### src/rtl/pbm_pkg.sv
// Purpose: Shared constants and types of the basic mode control register bank
// Assumes: One 25 MHz clock, registers reached over a plain strobe port
// Notes:   Offsets and field positions below are used by the register bank design file; the event flag file uses only the flag kinds
//
// Behaviour
// - Clear-on-read bit returns value, then clears
// - Latched-high flag holds one until read
// - Latched-low flag holds zero until read
// - Fixed read-only bits ignore writes, read constant
// - Event-tracking flag follows event, clears itself
// - Strap bits load pin level after reset
// - Soft strap bit commits on config done
// - Soft config bits reachable only in strap mode
// - Soft config overrides pin, defaults from pin
// - Bit 15 soft reset, self-clears, relatches straps
// - Bit 14 loops transmit data to receive
// - Bit 13 forces speed, one is 100
// - Bit 12 autoneg enable, masks speed and duplex
// - Bit 11 powers down, minimal register access
// - Power down is bit 11 or pin
// - Bit 10 isolates MII, management stays alive
// - Plain read-write bits store written value
// - Bit 9 restarts autoneg, clears when started
// - Bit 8 forces duplex, one is full
// - Bits 6 to 0 read zero
package pbm_pkg;

  localparam int unsigned ADDR_W = 5;
  localparam int unsigned DATA_W = 16;

  ////////////////////////////////////////////////////////////////////////////
  // Register offsets
  localparam logic [4:0] BMC_OFS        = 5'h00;
  localparam logic [4:0] STRAP_CTRL_OFS = 5'h10;
  localparam logic [4:0] SOFT_CFG_OFS   = 5'h11;
  localparam logic [4:0] EVENT_STAT_OFS = 5'h12;

  ////////////////////////////////////////////////////////////////////////////
  // Basic mode control fields
  localparam int unsigned BMC_SOFT_RESET = 15;
  localparam int unsigned BMC_LOOPBACK   = 14;
  localparam int unsigned BMC_SPEED      = 13;
  localparam int unsigned BMC_AUTONEG    = 12;
  localparam int unsigned BMC_PDOWN      = 11;
  localparam int unsigned BMC_ISOLATE    = 10;
  localparam int unsigned BMC_AN_RESTART = 9;
  localparam int unsigned BMC_DUPLEX     = 8;
  localparam int unsigned BMC_COLL_TEST  = 7;
  localparam logic [15:0] BMC_RESET      = 16'h3100;
  localparam logic [15:0] BMC_RW_MASK    = 16'h7d80;

  // Strap control fields
  localparam int unsigned STRAP_MODE   = 0;
  localparam int unsigned STRAP_COMMIT = 1;
  localparam int unsigned STRAP_OPTION = 2;
  // Soft config fields
  localparam int unsigned CFG_SPEED   = 0;
  localparam int unsigned CFG_AUTONEG = 1;
  localparam int unsigned CFG_DUPLEX  = 2;
  // Event status: flags in low bits, fixed value on top
  localparam int unsigned EVT_FIXED_LSB = 12;
  localparam logic [3:0]  EVT_FIXED_VAL = 4'h6;

  ////////////////////////////////////////////////////////////////////////////
  // Timing
  localparam int unsigned CLK_MHZ           = 25;
  localparam int unsigned SOFT_RESET_NS     = 1000;
  localparam int unsigned SOFT_RESET_CYCLES = (SOFT_RESET_NS * CLK_MHZ + 999) / 1000;
  localparam int unsigned RST_CNT_W         = 8;

  typedef enum logic [1:0] {
    PBM_FLAG_COR,
    PBM_FLAG_LH,
    PBM_FLAG_LL,
    PBM_FLAG_SC
  } pbm_flag_e;

  localparam int unsigned NUM_FLAGS = 4;

endpackage

### src/rtl/pbm_basic_mode_control.sv
// Purpose: Management register bank with the basic mode control register
// Assumes: One write or read strobe per cycle, read data in the next cycle
// Notes:   Straps load one cycle after reset release and after soft reset
//
// Our own choice: the strobed register port.
module pbm_basic_mode_control (
  input  wire logic        mclk,
  input  wire logic        rst,
  input  wire logic [4:0]  reg_addr,
  input  wire logic [15:0] reg_wdata,
  input  wire logic        reg_wr,
  input  wire logic        reg_rd,
  output logic      [15:0] reg_rdata,
  input  wire logic        strap_speed_pin,
  input  wire logic        strap_autoneg_pin,
  input  wire logic        strap_duplex_pin,
  input  wire logic        power_down_interrupt_pin_n,
  input  wire logic        an_started,
  input  wire logic        ev_cor_in,
  input  wire logic        ev_lh_in,
  input  wire logic        ev_ll_in,
  input  wire logic        ev_sc_in,
  input  wire logic [3:0]  mii_txd,
  input  wire logic        mii_tx_en,
  input  wire logic [3:0]  line_rxd,
  input  wire logic        line_rx_dv,
  output logic      [3:0]  mii_rxd,
  output logic             mii_rx_dv,
  output logic             mii_rx_oe,
  output logic      [3:0]  line_txd,
  output logic             line_tx_en,
  output logic             phy_soft_reset,
  output logic             power_down,
  output logic             autoneg_en,
  output logic             force_speed_100,
  output logic             force_full_duplex,
  output logic             an_restart,
  output logic             collision_test,
  output logic             soft_option
);

  ////////////////////////////////////////////////////////////////////////////
  // State
  typedef struct packed {
    logic [15:0]                        bmc;
    logic [pbm_pkg::RST_CNT_W-1:0]      rst_cnt;
    logic                               strap_due;
    logic                               strap_mode;
    logic [2:0]                         cfg;
    logic                               cfg_set;
    logic                               opt_pend;
    logic                               opt_val;
    logic                               opt_dflt;
    logic [15:0]                        rdata;
    logic                               o_reset;
    logic                               o_pdown;
    logic                               o_an;
    logic                               o_speed;
    logic                               o_duplex;
    logic                               o_restart;
    logic                               o_coll;
  } pbm_bmc_s;

  pbm_bmc_s s_q;
  pbm_bmc_s s_d;

  logic [pbm_pkg::NUM_FLAGS-1:0] flags;
  logic [pbm_pkg::NUM_FLAGS-1:0] flag_events;
  logic                          evt_rd;

  function automatic logic hit(input logic [4:0] addr, input logic [4:0] ofs);
    hit = (addr == ofs);
  endfunction

  function automatic pbm_pkg::pbm_flag_e kind_of(input int idx);
    case (idx)
      0:       kind_of = pbm_pkg::PBM_FLAG_COR;
      1:       kind_of = pbm_pkg::PBM_FLAG_LH;
      2:       kind_of = pbm_pkg::PBM_FLAG_LL;
      default: kind_of = pbm_pkg::PBM_FLAG_SC;
    endcase
  endfunction

  ////////////////////////////////////////////////////////////////////////////
  // Status flags
  assign flag_events = {ev_sc_in, ev_ll_in, ev_lh_in, ev_cor_in};
  assign evt_rd      = reg_rd & hit(reg_addr, pbm_pkg::EVENT_STAT_OFS) & ~s_q.o_pdown;

  for (genvar i = 0; i < pbm_pkg::NUM_FLAGS; i++) begin : g_flag
    pbm_event_flag #(
      .KIND (kind_of(i))
    ) u_flag (
      .mclk     (mclk),
      .rst      (rst),
      .event_in (flag_events[i]),
      .rd_clr   (evt_rd),
      .flag     (flags[i])
    );
  end

  ////////////////////////////////////////////////////////////////////////////
  // Next state
  logic        busy;
  logic        bmc_wr;
  logic        ctrl_wr;
  logic        cfg_wr;
  logic        commit;
  logic [2:0]  strap_val;
  logic [15:0] bmc_rd;

  always_comb begin
    s_d       = s_q;
    busy      = s_q.bmc[pbm_pkg::BMC_SOFT_RESET] | s_q.strap_due;
    bmc_wr    = reg_wr & hit(reg_addr, pbm_pkg::BMC_OFS) & ~busy;
    // Power down keeps only the control register reachable
    ctrl_wr   = reg_wr & hit(reg_addr, pbm_pkg::STRAP_CTRL_OFS) & ~s_q.o_pdown;
    cfg_wr    = reg_wr & hit(reg_addr, pbm_pkg::SOFT_CFG_OFS) & s_q.strap_mode & ~s_q.o_pdown;
    commit    = ctrl_wr & s_q.strap_mode & reg_wdata[pbm_pkg::STRAP_COMMIT];
    strap_val = s_q.cfg_set ? s_q.cfg
                            : {strap_duplex_pin, strap_autoneg_pin, strap_speed_pin};
    bmc_rd    = {s_q.bmc[15:8], s_q.bmc[pbm_pkg::BMC_COLL_TEST], 7'h00};
    bmc_rd[pbm_pkg::BMC_SOFT_RESET] = busy;

    // Plain write of the control register, only the bits in BMC_RW_MASK plus bit 15
    if (bmc_wr) begin
      s_d.bmc = (reg_wdata & pbm_pkg::BMC_RW_MASK) | (s_q.bmc & ~pbm_pkg::BMC_RW_MASK);
      s_d.bmc[pbm_pkg::BMC_SOFT_RESET] = reg_wdata[pbm_pkg::BMC_SOFT_RESET];
      s_d.rst_cnt = '0;
    end

    // Restart request: written one sets while autoneg is enabled, start clears, written zero ignored
    s_d.bmc[pbm_pkg::BMC_AN_RESTART] = (s_q.bmc[pbm_pkg::BMC_AN_RESTART] & ~an_started)
      | (bmc_wr & reg_wdata[pbm_pkg::BMC_AN_RESTART]);
    if (!s_d.bmc[pbm_pkg::BMC_AUTONEG]) begin
      s_d.bmc[pbm_pkg::BMC_AN_RESTART] = 1'b0;
    end

    // Soft reset sequence
    if (s_q.bmc[pbm_pkg::BMC_SOFT_RESET]) begin
      if (s_q.rst_cnt == pbm_pkg::RST_CNT_W'(pbm_pkg::SOFT_RESET_CYCLES - 1)) begin
        s_d.bmc       = pbm_pkg::BMC_RESET;
        s_d.strap_due = 1'b1;
        s_d.opt_val   = s_q.opt_dflt;
        s_d.rst_cnt   = '0;
      end else begin
        s_d.rst_cnt = s_q.rst_cnt + 1'b1;
      end
    end

    // Strap relatch after hardware or soft reset
    if (s_q.strap_due) begin
      s_d.strap_due = 1'b0;
      s_d.bmc[pbm_pkg::BMC_SPEED]   = strap_val[pbm_pkg::CFG_SPEED];
      s_d.bmc[pbm_pkg::BMC_AUTONEG] = strap_val[pbm_pkg::CFG_AUTONEG];
      s_d.bmc[pbm_pkg::BMC_DUPLEX]  = strap_val[pbm_pkg::CFG_DUPLEX];
      s_d.cfg = strap_val;
    end

    // Soft strap mode, config bits and commit
    if (ctrl_wr) begin
      s_d.strap_mode = reg_wdata[pbm_pkg::STRAP_MODE];
      if (s_q.strap_mode) begin
        s_d.opt_pend = reg_wdata[pbm_pkg::STRAP_OPTION];
      end else begin
        s_d.opt_val  = reg_wdata[pbm_pkg::STRAP_OPTION];
      end
    end
    if (cfg_wr) begin
      s_d.cfg = reg_wdata[2:0];
    end
    if (commit) begin
      s_d.strap_mode = 1'b0;
      s_d.cfg_set    = 1'b1;
      s_d.opt_val    = s_q.opt_pend;
      s_d.opt_dflt   = s_q.opt_pend;
      s_d.bmc[pbm_pkg::BMC_SPEED]   = s_q.cfg[pbm_pkg::CFG_SPEED];
      s_d.bmc[pbm_pkg::BMC_AUTONEG] = s_q.cfg[pbm_pkg::CFG_AUTONEG];
      s_d.bmc[pbm_pkg::BMC_DUPLEX]  = s_q.cfg[pbm_pkg::CFG_DUPLEX];
    end

    // Pin low sets the power down bit and wins over a written zero
    if (!power_down_interrupt_pin_n) begin
      s_d.bmc[pbm_pkg::BMC_PDOWN] = 1'b1;
    end

    // Read data, valid only in the cycle after the strobe
    s_d.rdata = 16'h0000;
    if (reg_rd) begin
      if (hit(reg_addr, pbm_pkg::BMC_OFS)) begin
        s_d.rdata = bmc_rd;
      end else if (!s_q.o_pdown) begin
        if (hit(reg_addr, pbm_pkg::STRAP_CTRL_OFS)) begin
          s_d.rdata[pbm_pkg::STRAP_MODE]   = s_q.strap_mode;
          s_d.rdata[pbm_pkg::STRAP_OPTION] = s_q.opt_val;
        end else if (hit(reg_addr, pbm_pkg::SOFT_CFG_OFS) && s_q.strap_mode) begin
          s_d.rdata[2:0] = s_q.cfg;
        end else if (hit(reg_addr, pbm_pkg::EVENT_STAT_OFS)) begin
          s_d.rdata[pbm_pkg::NUM_FLAGS-1:0] = flags;
          s_d.rdata[15:pbm_pkg::EVT_FIXED_LSB] = pbm_pkg::EVT_FIXED_VAL;
        end
      end
    end

    // Registered control outputs
    s_d.o_reset   = s_d.bmc[pbm_pkg::BMC_SOFT_RESET] | s_d.strap_due;
    s_d.o_pdown   = s_d.bmc[pbm_pkg::BMC_PDOWN] | ~power_down_interrupt_pin_n;
    s_d.o_an      = s_d.bmc[pbm_pkg::BMC_AUTONEG];
    s_d.o_speed   = s_d.bmc[pbm_pkg::BMC_SPEED] & ~s_d.bmc[pbm_pkg::BMC_AUTONEG];
    s_d.o_duplex  = s_d.bmc[pbm_pkg::BMC_DUPLEX] & ~s_d.bmc[pbm_pkg::BMC_AUTONEG];
    s_d.o_restart = s_d.bmc[pbm_pkg::BMC_AN_RESTART];
    s_d.o_coll    = s_d.bmc[pbm_pkg::BMC_COLL_TEST];
  end

  always_ff @(posedge mclk or posedge rst) begin
    if (rst) begin
      s_q           <= '0;
      s_q.bmc       <= pbm_pkg::BMC_RESET;
      s_q.strap_due <= 1'b1;
      s_q.o_reset   <= 1'b1;
    end else begin
      s_q <= s_d;
    end
  end

  ////////////////////////////////////////////////////////////////////////////
  // MII steering
  pbm_mii_path u_mii (
    .mclk       (mclk),
    .rst        (rst),
    .loopback   (s_q.bmc[pbm_pkg::BMC_LOOPBACK]),
    .isolate    (s_q.bmc[pbm_pkg::BMC_ISOLATE]),
    .mii_txd    (mii_txd),
    .mii_tx_en  (mii_tx_en),
    .line_rxd   (line_rxd),
    .line_rx_dv (line_rx_dv),
    .mii_rxd    (mii_rxd),
    .mii_rx_dv  (mii_rx_dv),
    .mii_rx_oe  (mii_rx_oe),
    .line_txd   (line_txd),
    .line_tx_en (line_tx_en)
  );

  assign reg_rdata         = s_q.rdata;
  assign phy_soft_reset    = s_q.o_reset;
  assign power_down        = s_q.o_pdown;
  assign autoneg_en        = s_q.o_an;
  assign force_speed_100   = s_q.o_speed;
  assign force_full_duplex = s_q.o_duplex;
  assign an_restart        = s_q.o_restart;
  assign collision_test    = s_q.o_coll;
  assign soft_option       = s_q.opt_val;

endmodule

### src/rtl/pbm_event_flag.sv
// Purpose: One status flag of a selectable access kind
// Assumes: rd_clr is a one-cycle pulse on a read of the holding register
// Notes:   An event in the read cycle wins over the clear
module pbm_event_flag #(
  parameter pbm_pkg::pbm_flag_e KIND = pbm_pkg::PBM_FLAG_COR
) (
  input  wire logic mclk,
  input  wire logic rst,
  input  wire logic event_in,
  input  wire logic rd_clr,
  output logic      flag
);

  typedef struct packed {
    logic flag;
  } pbm_flag_s;

  pbm_flag_s s_q;
  pbm_flag_s s_d;

  always_comb begin
    s_d = s_q;
    case (KIND)
      pbm_pkg::PBM_FLAG_COR: s_d.flag = event_in | (s_q.flag & ~rd_clr);
      pbm_pkg::PBM_FLAG_LH:  s_d.flag = event_in | (s_q.flag & ~rd_clr);
      pbm_pkg::PBM_FLAG_LL:  s_d.flag = rd_clr ? event_in : (s_q.flag & event_in);
      pbm_pkg::PBM_FLAG_SC:  s_d.flag = event_in;
      default:               s_d.flag = 1'b0;
    endcase
  end

  always_ff @(posedge mclk or posedge rst) begin
    if (rst) begin
      s_q <= '{flag: (KIND == pbm_pkg::PBM_FLAG_LL)};
    end else begin
      s_q <= s_d;
    end
  end

  assign flag = s_q.flag;

endmodule

### src/rtl/pbm_mii_path.sv
// Purpose: MII receive and transmit side steering for loopback and isolate
// Assumes: MII nibbles are synchronous to mclk
// Notes:   Isolate wins over loopback; all outputs registered
module pbm_mii_path (
  input  wire logic       mclk,
  input  wire logic       rst,
  input  wire logic       loopback,
  input  wire logic       isolate,
  input  wire logic [3:0] mii_txd,
  input  wire logic       mii_tx_en,
  input  wire logic [3:0] line_rxd,
  input  wire logic       line_rx_dv,
  output logic      [3:0] mii_rxd,
  output logic            mii_rx_dv,
  output logic            mii_rx_oe,
  output logic      [3:0] line_txd,
  output logic            line_tx_en
);

  typedef struct packed {
    logic [3:0] rxd;
    logic       rx_dv;
    logic       rx_oe;
    logic [3:0] txd;
    logic       tx_en;
  } pbm_mii_s;

  pbm_mii_s s_q;
  pbm_mii_s s_d;

  always_comb begin
    s_d       = s_q;
    s_d.rx_oe = ~isolate;
    if (isolate) begin
      s_d.rxd   = 4'h0;
      s_d.rx_dv = 1'b0;
      s_d.txd   = 4'h0;
      s_d.tx_en = 1'b0;
    end else if (loopback) begin
      s_d.rxd   = mii_txd;
      s_d.rx_dv = mii_tx_en;
      s_d.txd   = 4'h0;
      s_d.tx_en = 1'b0;
    end else begin
      s_d.rxd   = line_rxd;
      s_d.rx_dv = line_rx_dv;
      s_d.txd   = mii_txd;
      s_d.tx_en = mii_tx_en;
    end
  end

  always_ff @(posedge mclk or posedge rst) begin
    if (rst) begin
      s_q <= '0;
    end else begin
      s_q <= s_d;
    end
  end

  assign mii_rxd    = s_q.rxd;
  assign mii_rx_dv  = s_q.rx_dv;
  assign mii_rx_oe  = s_q.rx_oe;
  assign line_txd   = s_q.txd;
  assign line_tx_en = s_q.tx_en;

endmodule

### config.mk
export PLATFORM = sky130hd
export DESIGN_NAME = pbm_basic_mode_control
export DESIGN_NICKNAME = d
export VERILOG_FILES = /design/src/rtl/pbm_pkg.sv /design/src/rtl/pbm_basic_mode_control.sv /design/src/rtl/pbm_event_flag.sv /design/src/rtl/pbm_mii_path.sv
export SDC_FILE = /design/constraint.sdc
export NUM_CORES = 1
export LEC_CHECK = 0
export ABC_AREA = 0
export ABC_CLOCK_PERIOD_IN_PS = 2900
export BUFFER_PORTS_ARGS = -buffer_cell sky130_fd_sc_hd__buf_2
export CAP_MARGIN = 20
export CORE_ASPECT_RATIO = 1.2
export CORE_MARGIN = 2
export CORE_UTILIZATION = 52
export DETAILED_ROUTE_END_ITERATION = 12
export PLACE_DENSITY = 0.8
export SYNTH_ARGS = -nofsm -noshare
export SYNTH_HDL_FRONTEND = slang
export SYNTH_SLANG_ARGS = --single-unit
### constraint.sdc
create_clock -name mclk -period 2.9 [get_ports mclk]
set_clock_uncertainty 0.15 [all_clocks]
set_input_delay 0.29 -clock mclk [delete_from_list [all_inputs] [get_ports mclk]]
set_output_delay 0.29 -clock mclk [all_outputs]
set_load 0.005 [all_outputs]
==> flow_metrics.tcl, run 1 <==
set metrics [dict create \
    drive_gt1_frac 0.313 \
    fp.dieW_um 70.6 \
    ios 79 \
    h-tree-depth 3 \
    final-hold-violation-count 0 \
    cts_resized 0 \
    finalSetupViolCount 0 \
    crit_required_ns 2.99 \
    drt_iter0_drc 125 \
    power_leakage_nw 1.59 \
    period_share 0.799 \
    cp_cell_sequence "inv_1 -> ha_1 -> or4b_1 -> o31ai_4 -> o21ai_1 -> a22o_1" \
    final_max_slew_viol_count 0 \
    synth_top_area_cell "dfrtp_1" \
    cap_viol_max_count 0 \
    cts_tree "done" \
    synth.top_cell.area_share 0.471 \
    max_slew_margin 0.520 \
    synth_area_um2 2770 \
    nets 373 \
    grt_pass1_vias 2139 \
    arrival_ns 2.41 \
    cts_buffer_depth 2 \
    worst_pin_slew_ns 0.720 \
    ys_warn_count 0 \
    cp_slowest_cell "or4b_1" \
    cts_setup_buffers 0 \
    grt_max_degree 59 \
    dp_hpwl_mm 4.33 \
    r2r_slack_ns 0.58 \
    ys_ff_latch 58 \
    io_buffer_count 71 \
    fin_setup_tns_ns 0 \
    synth_cells 261 \
    antenna_found_initial 0 \
    cts.sinks 58 \
    slowest_delay_ns 0.58 \
    setup.worst_path.start_class "register" \
    multi_input_area_um2 1120 \
    worst_hold_path_type "input port to async pin" \
    crit_path_max_fanout 10 \
    postSynthAreaPerCell_um2 10.6 \
    clk_pin_slew_ns 0.07 \
    root_buffer "clkbuf_8" \
    grt_overflow 0 \
    syn_to_final_growth_pct 19.6 \
    via_per_inst 5.41 \
    grt_usage 0.214 \
    wire_per_inst_um 15.2 \
    synth_ff_type "dfrtp_1" \
    ant_nets 0 \
    synth_edf_count 0 \
    synth_seq_area_share 0.528 \
    status "finished clean" \
    total_power_mw 1.64 \
    regArea_um2 1460 \
    initial_core_util 0.529 \
    gp_congestion 0.917 \
    drtPass1Iterations 4 \
    std_cell_rows 29 \
    fmax_ghz 0.432 \
    worstSkewPairLatency_ns 0.34 \
    synthDistinctLibCells 49 \
    end_kind "register" \
    dieArea_um2 5920 \
    min_period_ns 2.32 \
    vias 2130 \
    drc_errors 0 \
    grt_pass1_wl_mm 9.89 \
    async_flop_share 1.00 \
    peakVddDrop_uv 322 \
    worstSetupPathType "register to register" \
    fillCellCount 428 \
    yosys-top-cells-area "dfrtp_1 (47%), dfstp_2 (5.7%), mux2i_1 (5.1%), buf_4 (4.3%), nor2_1 (3.1%)" \
    rsz0062_at_grt "false" \
    power_density_nw_per_um2 495 \
    numCtsBuffers 9 \
    n_antenna_cell 0 \
    chipHeight_um 83.9 \
    core_um2 5230 \
    routed_wl_mm 5.99 \
]
## final cells by class
class,instances,share of cell area
tap,62,0.0234
sequential,58,0.441
clock buffer,9,0.0374
clock inverter,7,0.0212
timing repair buffer,78,0.127
multi-input combinational,171,0.340
inverter,9,0.0102
## state kept, by name, indices dropped and copies added, names as in the netlist
signal              cells
u_mii.line_txd          4
u_mii.mii_rx_oe         1
u_mii.mii_rxd           4
g_flag.u_flag.flag      4
phy_soft_reset          1
force_full_duplex       1
soft_option             1
bmc_rd                  8
s_q                    17
u_mii.mii_rx_dv         1
autoneg_en              1
reg_rdata              13
u_mii.line_tx_en        1
force_speed_100         1
## power by group
| group | leakage [nW] | switching (mW) | internal, mW |
|---|---|---|---|
| Clock | 0.0873 | 0.332 | 0.392 |
| Combinational | 0.797 | 0.0502 | 0.0406 |
| Sequential | 0.701 | 0.00352 | 0.819 |
## logic make-up after synthesis
logic type	share of synthesized area
buffers and inverters	0.0688
XOR/XNOR	0.00317
flip-flops	0.528
other	0.00136
AO/OA/AOI/OAI	0.132
AND/OR/NAND/NOR	0.183
adder cells (fa/ha/maj)	0.00905
multiplexers	0.0751
## synth_stat cells, types with 2 or more instances
| cell | instances |
|---|---|
| nor2b_1 | 6 |
| a22o_1 | 3 |
| nor3b_1 | 3 |
| ha_1 | 2 |
| nor3_1 | 3 |
| nor2_1 | 23 |
| nand2_1 | 17 |
| and2_1 | 6 |
| o21ai_0 | 6 |
| clkbuf_1 | 7 |
| a32oi_1 | 2 |
| a21o_1 | 5 |
| nand4_1 | 2 |
| o211ai_1 | 2 |
| dfstp_2 | 6 |
| nand3_1 | 8 |
| nand3b_1 | 2 |
| o31a_1 | 6 |
| nand2b_1 | 3 |
| and3_1 | 13 |
| dfrtp_1 | 52 |
| a21oi_1 | 7 |
| mux2i_1 | 14 |
| o21ai_1 | 7 |
| buf_2 | 2 |
| o31ai_1 | 2 |
| a211oi_1 | 3 |
| buf_4 | 16 |
| inv_1 | 9 |
| mux2_2 | 5 |
## routing by layer
metal,vias up,part of all wire,wire [um],global-route usage
li1,1029,-,-,-
met1,1021,0.42,2510,0.258
met2,63,0.50,3010,0.344
met3,17,0.047,284,0.0628
met4,0,0.030,182,0.115
met5,-,0,0,0
## what timing repair did
| item | 4_1_cts | 5_1_grt |
|---|---|---|
| endpoints found under the setup margin | 0 | 0 |
| hold buffers | 5 | 0 |
| endpoints found under the hold margin | 5 | 0 |
## critical path: cells and delay by family (launching register included)
kind / cells / cell delay (ns)
adders and majority gates: 1 / 0.13
buffers and inverters: 1 / 0.08
and+or+nand+nor: 1 / 0.58
AOI/OAI and AO/OA: 3 / 0.86
DFF: 1 / 0.43
## worst paths after layout
path	to	depth (start not counted)	from
worst min register to register	reg_rdata[3]$_DFF_PP0_	1	g_flag[3].u_flag.flag$_DFF_PP0_
worst max-delay path	s_q[37]$_DFFE_PP0P_	6	s_q[32]$_DFFE_PP0P_
worst max register to register	s_q[37]$_DFFE_PP0P_	6	s_q[32]$_DFFE_PP0P_
max in group asynchronous	s_q[30]$_DFFE_PP0P_	3	rst
min in group mclk	u_mii.line_txd[1]$_DFF_PP0_	2	mii_txd[1]
worst min-delay path	bmc_rd[7]$_DFF_PP0_	3	rst
## layout by cell type (no fill, tap or decap), types with 2 or more instances in the layout
cell type and count:
o21ai_0 6, nand3b_1 2, buf_2 71, dfstp_2 6, clkinv_2 2, buf_4 2
clkbuf_8 9, o21ai_1 7, nor3_1 3, a22o_1 3, clkinvlp_4 4, nand2b_1 3
ha_1 2, a21oi_1 7, nor2b_1 6, inv_1 8, mux2i_1 14, nand3_1 8
o31a_1 6, nor2_1 23, mux2_2 5, nor3b_1 3, and3_1 13, nand2_1 17
o211ai_1 2, conb_1 3, a32oi_1 2, and2_1 6, dlygate4sd3_1 5, dfrtp_1 52
a211oi_1 3, nand4_1 2, a21o_1 5, o31ai_1 2
## per-stage QoR
| stage | instances | setup WS, ns | util | hold slack [ns] | cell area [um2] |
|---|---|---|---|---|---|
| 6_report | 394 | 0.583 | 0.633 | 0.000473 | 3310 |
| 5_1_grt | 394 | 0.476 | 0.633 | 0.0168 | 3310 |
| 4_1_cts | 394 | 0.576 | 0.633 | 0.0135 | 3310 |
| 3_5_place_dp | 373 | 0.564 | 0.586 | 0.249 | 3060 |
| 3_3_place_gp | 373 | 0.611 | 0.586 | 0.248 | 3060 |
| 2_1_floorplan | 263 | 0.756 | - | 0.171 | 2770 |
Power figures use the tool's default switching activity.
==> run 2: changes to the inputs <==
--- a/config.mk
+++ b/config.mk
@@ -5,15 +5,15 @@
 export SDC_FILE = /design/constraint.sdc
 export NUM_CORES = 1
 export LEC_CHECK = 0
-export ABC_AREA = 0
-export ABC_CLOCK_PERIOD_IN_PS = 2900
+export ABC_AREA = 1
+export ABC_CLOCK_PERIOD_IN_PS = 2000
 export BUFFER_PORTS_ARGS = -buffer_cell sky130_fd_sc_hd__buf_2
 export CAP_MARGIN = 20
 export CORE_ASPECT_RATIO = 1.2
 export CORE_MARGIN = 2
-export CORE_UTILIZATION = 52
+export CORE_UTILIZATION = 46
 export DETAILED_ROUTE_END_ITERATION = 12
-export PLACE_DENSITY = 0.8
+export PLACE_DENSITY = 0.75
 export SYNTH_ARGS = -nofsm -noshare
 export SYNTH_HDL_FRONTEND = slang
 export SYNTH_SLANG_ARGS = --single-unit
==> constraint.sdc (replaced) <==
create_clock -name mclk -period 2 [get_ports mclk]
set_clock_uncertainty 0.15 [all_clocks]
set_input_delay 0.2 -clock mclk [delete_from_list [all_inputs] [get_ports mclk]]
set_output_delay 0.2 -clock mclk [all_outputs]
set_load 0.005 [all_outputs]
==> run 2 against run 1 <==
Critical endpoint is now phy_soft_reset$_DFF_PP1_. Combinational power rose to 3.1 times the previous value. Worst setup slack got worse by 0.42 ns. Via count rose by 6.0%. Largest power group unchanged.
==> flow_metrics.tcl, run 2 <==
set metrics [dict create \
    ys_warn_count 0 \
    worst_hold_path_type "input port to register" \
    routed_wl_mm 5.86 \
    grt_pass1_wl_mm 9.67 \
    yosys-top-cells-area "dfrtp_1 (48%), nand2_1 (7.1%), inv_1 (6.7%), dfstp_2 (5.9%), nor2_1 (5.3%)" \
    synth_ff_type "dfrtp_1" \
    cts_buffer_depth 2 \
    peakVddDrop_uv 516 \
    r2r_slack_ns 0.16 \
    power_density_nw_per_um2 789 \
    worstHoldStart "reg_wdata[1]" \
    grt_usage 0.199 \
    chipHeight_um 87.8 \
    status "finished clean" \
    synth_seq_area_share 0.542 \
    reg2reg_from "s_q[32]$_DFFE_PP0P_" \
    hold-path-endpoint "s_q[28]$_DFFE_PP0P_" \
    use_met2 0.325 \
    synthTopCellsByCount "dfrtp_1 (52), nand2_1 (51), inv_1 (48), nor2_1 (38), o21ai_0 (25)" \
    largest_register_ffs 17 \
    drtPass1Iterations 4 \
    crit_required_ns 2.12 \
    initial_core_util 0.475 \
    ant_nets 0 \
    synth.top_cell.area_share 0.483 \
    drive_gt1_frac 0.267 \
    total_power_mw 2.75 \
    worstSetupPathType "register to register" \
    std_cell_rows 30 \
    synth_edf_count 0 \
    top_register "s_q" \
    min_period_ns 1.84 \
    async_flop_share 1.00 \
    grt_pass1_vias 2249 \
    cp_slowest_cell "dfrtp_1" \
    met3_usage 0.0495 \
    period_share 0.919 \
    cts_tree "done" \
    dp_hpwl_mm 4.13 \
    synth_cells 311 \
    vias 2257 \
    nets 445 \
    crit_path_max_fanout 6 \
    io_buffer_count 71 \
    final-hold-violation-count 0 \
    drc_errors 0 \
    slowest_delay_ns 0.42 \
    worstSkewPairLatency_ns 0.34 \
    antenna_found_initial 0 \
    clk_pin_slew_ns 0.07 \
    synth.most_common_cell "dfrtp_1" \
    synth_top_area_cell "dfrtp_1" \
    cap_viol_max_count 0 \
    via_per_inst 4.66 \
    hold-path-cell-count 3 \
    ios 79 \
    fp.dieW_um 73.8 \
    h-tree-depth 3 \
    cts_setup_buffers 0 \
    postSynthAreaPerCell_um2 8.65 \
    arrival_ns 1.96 \
    setup.worst_path.start_class "register" \
    ff2ff_path_depth 8 \
    r2r-end "phy_soft_reset$_DFF_PP1_" \
    finalSetupViolCount 0 \
    end_kind "register" \
    cts.sinks 58 \
    grt_overflow 0 \
    n_antenna_cell 0 \
    wire_per_inst_um 12.1 \
    cp_cell_sequence "inv_1 -> ha_1 -> nand2_1 -> nor2_1 -> a21oi_1 -> inv_1 -> nand2_1 -> or2_1" \
    root_buffer "clkbuf_8" \
    fillCellCount 469 \
    syn_to_final_growth_pct 29.4 \
    dieArea_um2 6480 \
    startpoint "s_q[32]$_DFFE_PP0P_" \
    gp_congestion 0.856 \
    core_um2 5670 \
    numCtsBuffers 9 \
    rsz0062_at_grt "false" \
    power_leakage_nw 1.88 \
    fmax_ghz 0.544 \
    fin_setup_tns_ns 0 \
    synthDistinctLibCells 29 \
    ys_ff_latch 58 \
    top_usage_layer "met2" \
    synth_area_um2 2690 \
    final_common_cell "buf_2" \
    final_cell_mix "buf_2 (71), dfrtp_1 (52), nand2_1 (51), inv_1 (47), nor2_1 (38)" \
    grt_max_degree 59 \
    drt_iter0_drc 125 \
    globalRouteMet1Util 0.234 \
    final_max_slew_viol_count 0 \
]
run 2: changes by cell type after synthesis, sizes merged, moves of 11 or more:
cell / previous run / this run
inv: 9 / 48
nand2: 17 / 56
nor2: 23 / 43
mux2i: 14 / 0
and3: 13 / 0
a21oi: 7 / 18
nand3: 8 / 19
o21ai: 14 / 25
run 2: power breakdown:
part	leakage, nW	switching (mW)	internal, mW	total [mW]
combinational	1.04	0.153	0.124	0.277
clock	0.110	0.491	0.711	1.20
sequential	0.728	0.0289	1.24	1.27
run 2: logic make-up after synthesis:
logic type	Yosys count	share of synthesized area
AOI/OAI and AO/OA	53	0.106
xor gates and xnor gates	3	0.00976
adders and majority gates	2	0.00930
buffers and inverters	66	0.114
DFF	58	0.542
other	1	0.00139
and+or+nand+nor	128	0.218
run 2: critical path: cells and delay by family, from the launching register on:
| family | cells | cell delay, ns |
|---|---|---|
| flops | 1 | 0.42 |
| fa+ha+maj | 1 | 0.22 |
| compound gates | 1 | 0.42 |
| buf+inv | 2 | 0.21 |
| simple gates | 4 | 0.35 |
run 2: final cells by class:
cell class / count / area (um2) / share of cell area
well taps: 80 / 100 / 0.0287
repair buffers: 92 / 576 / 0.165
multi-input cells: 189 / 937 / 0.269
clock buffers: 9 / 124 / 0.0356
flip-flops and latches: 58 / 1460 / 0.419
clock inverters: 7 / 103 / 0.0295
inverters: 49 / 184 / 0.0528
run 2: layer usage:
layer,vias up,routed length [um]
met3,16,311
met1,1028,2390
met2,69,2960
met4,0,205
li1,1144,-
met5,-,0
run 2: worst max-delay path by stage:
| stage | cells after the start | slack [ns] | endpoint |
|---|---|---|---|
| after floorplan | 1 | 0.23 | autoneg_en$_DFF_PP0_ |
| after global placement | 11 | 0.25 | force_speed_100$_DFF_PP0_ |
| after CTS | 11 | 0.13 | force_full_duplex$_DFF_PP0_ |
| final | 8 | 0.16 | phy_soft_reset$_DFF_PP1_ |
| after detailed placement | 11 | 0.15 | force_full_duplex$_DFF_PP0_ |
| after global routing | 8 | 0.02 | phy_soft_reset$_DFF_PP1_ |
run 2: what timing repair did:
action	in CTS	in global routing
endpoints found under the setup margin	0	2
resized for setup	0	1
hold buffers	20	0
hold endpoints to repair	75	0
run 2: per-stage QoR:
step           instances   util  area, um2  hold slack [ns]  setup slack (ns)
2_1_floorplan        313      -       2700           0.0814             0.232
3_3_place_gp         448  0.538       3050            0.124             0.252
3_5_place_dp         448  0.538       3050            0.129             0.146
4_1_cts              484  0.613       3480          0.00938             0.126
5_1_grt              484  0.614       3480           0.0308            0.0168
6_report             484  0.614       3480           0.0148             0.162
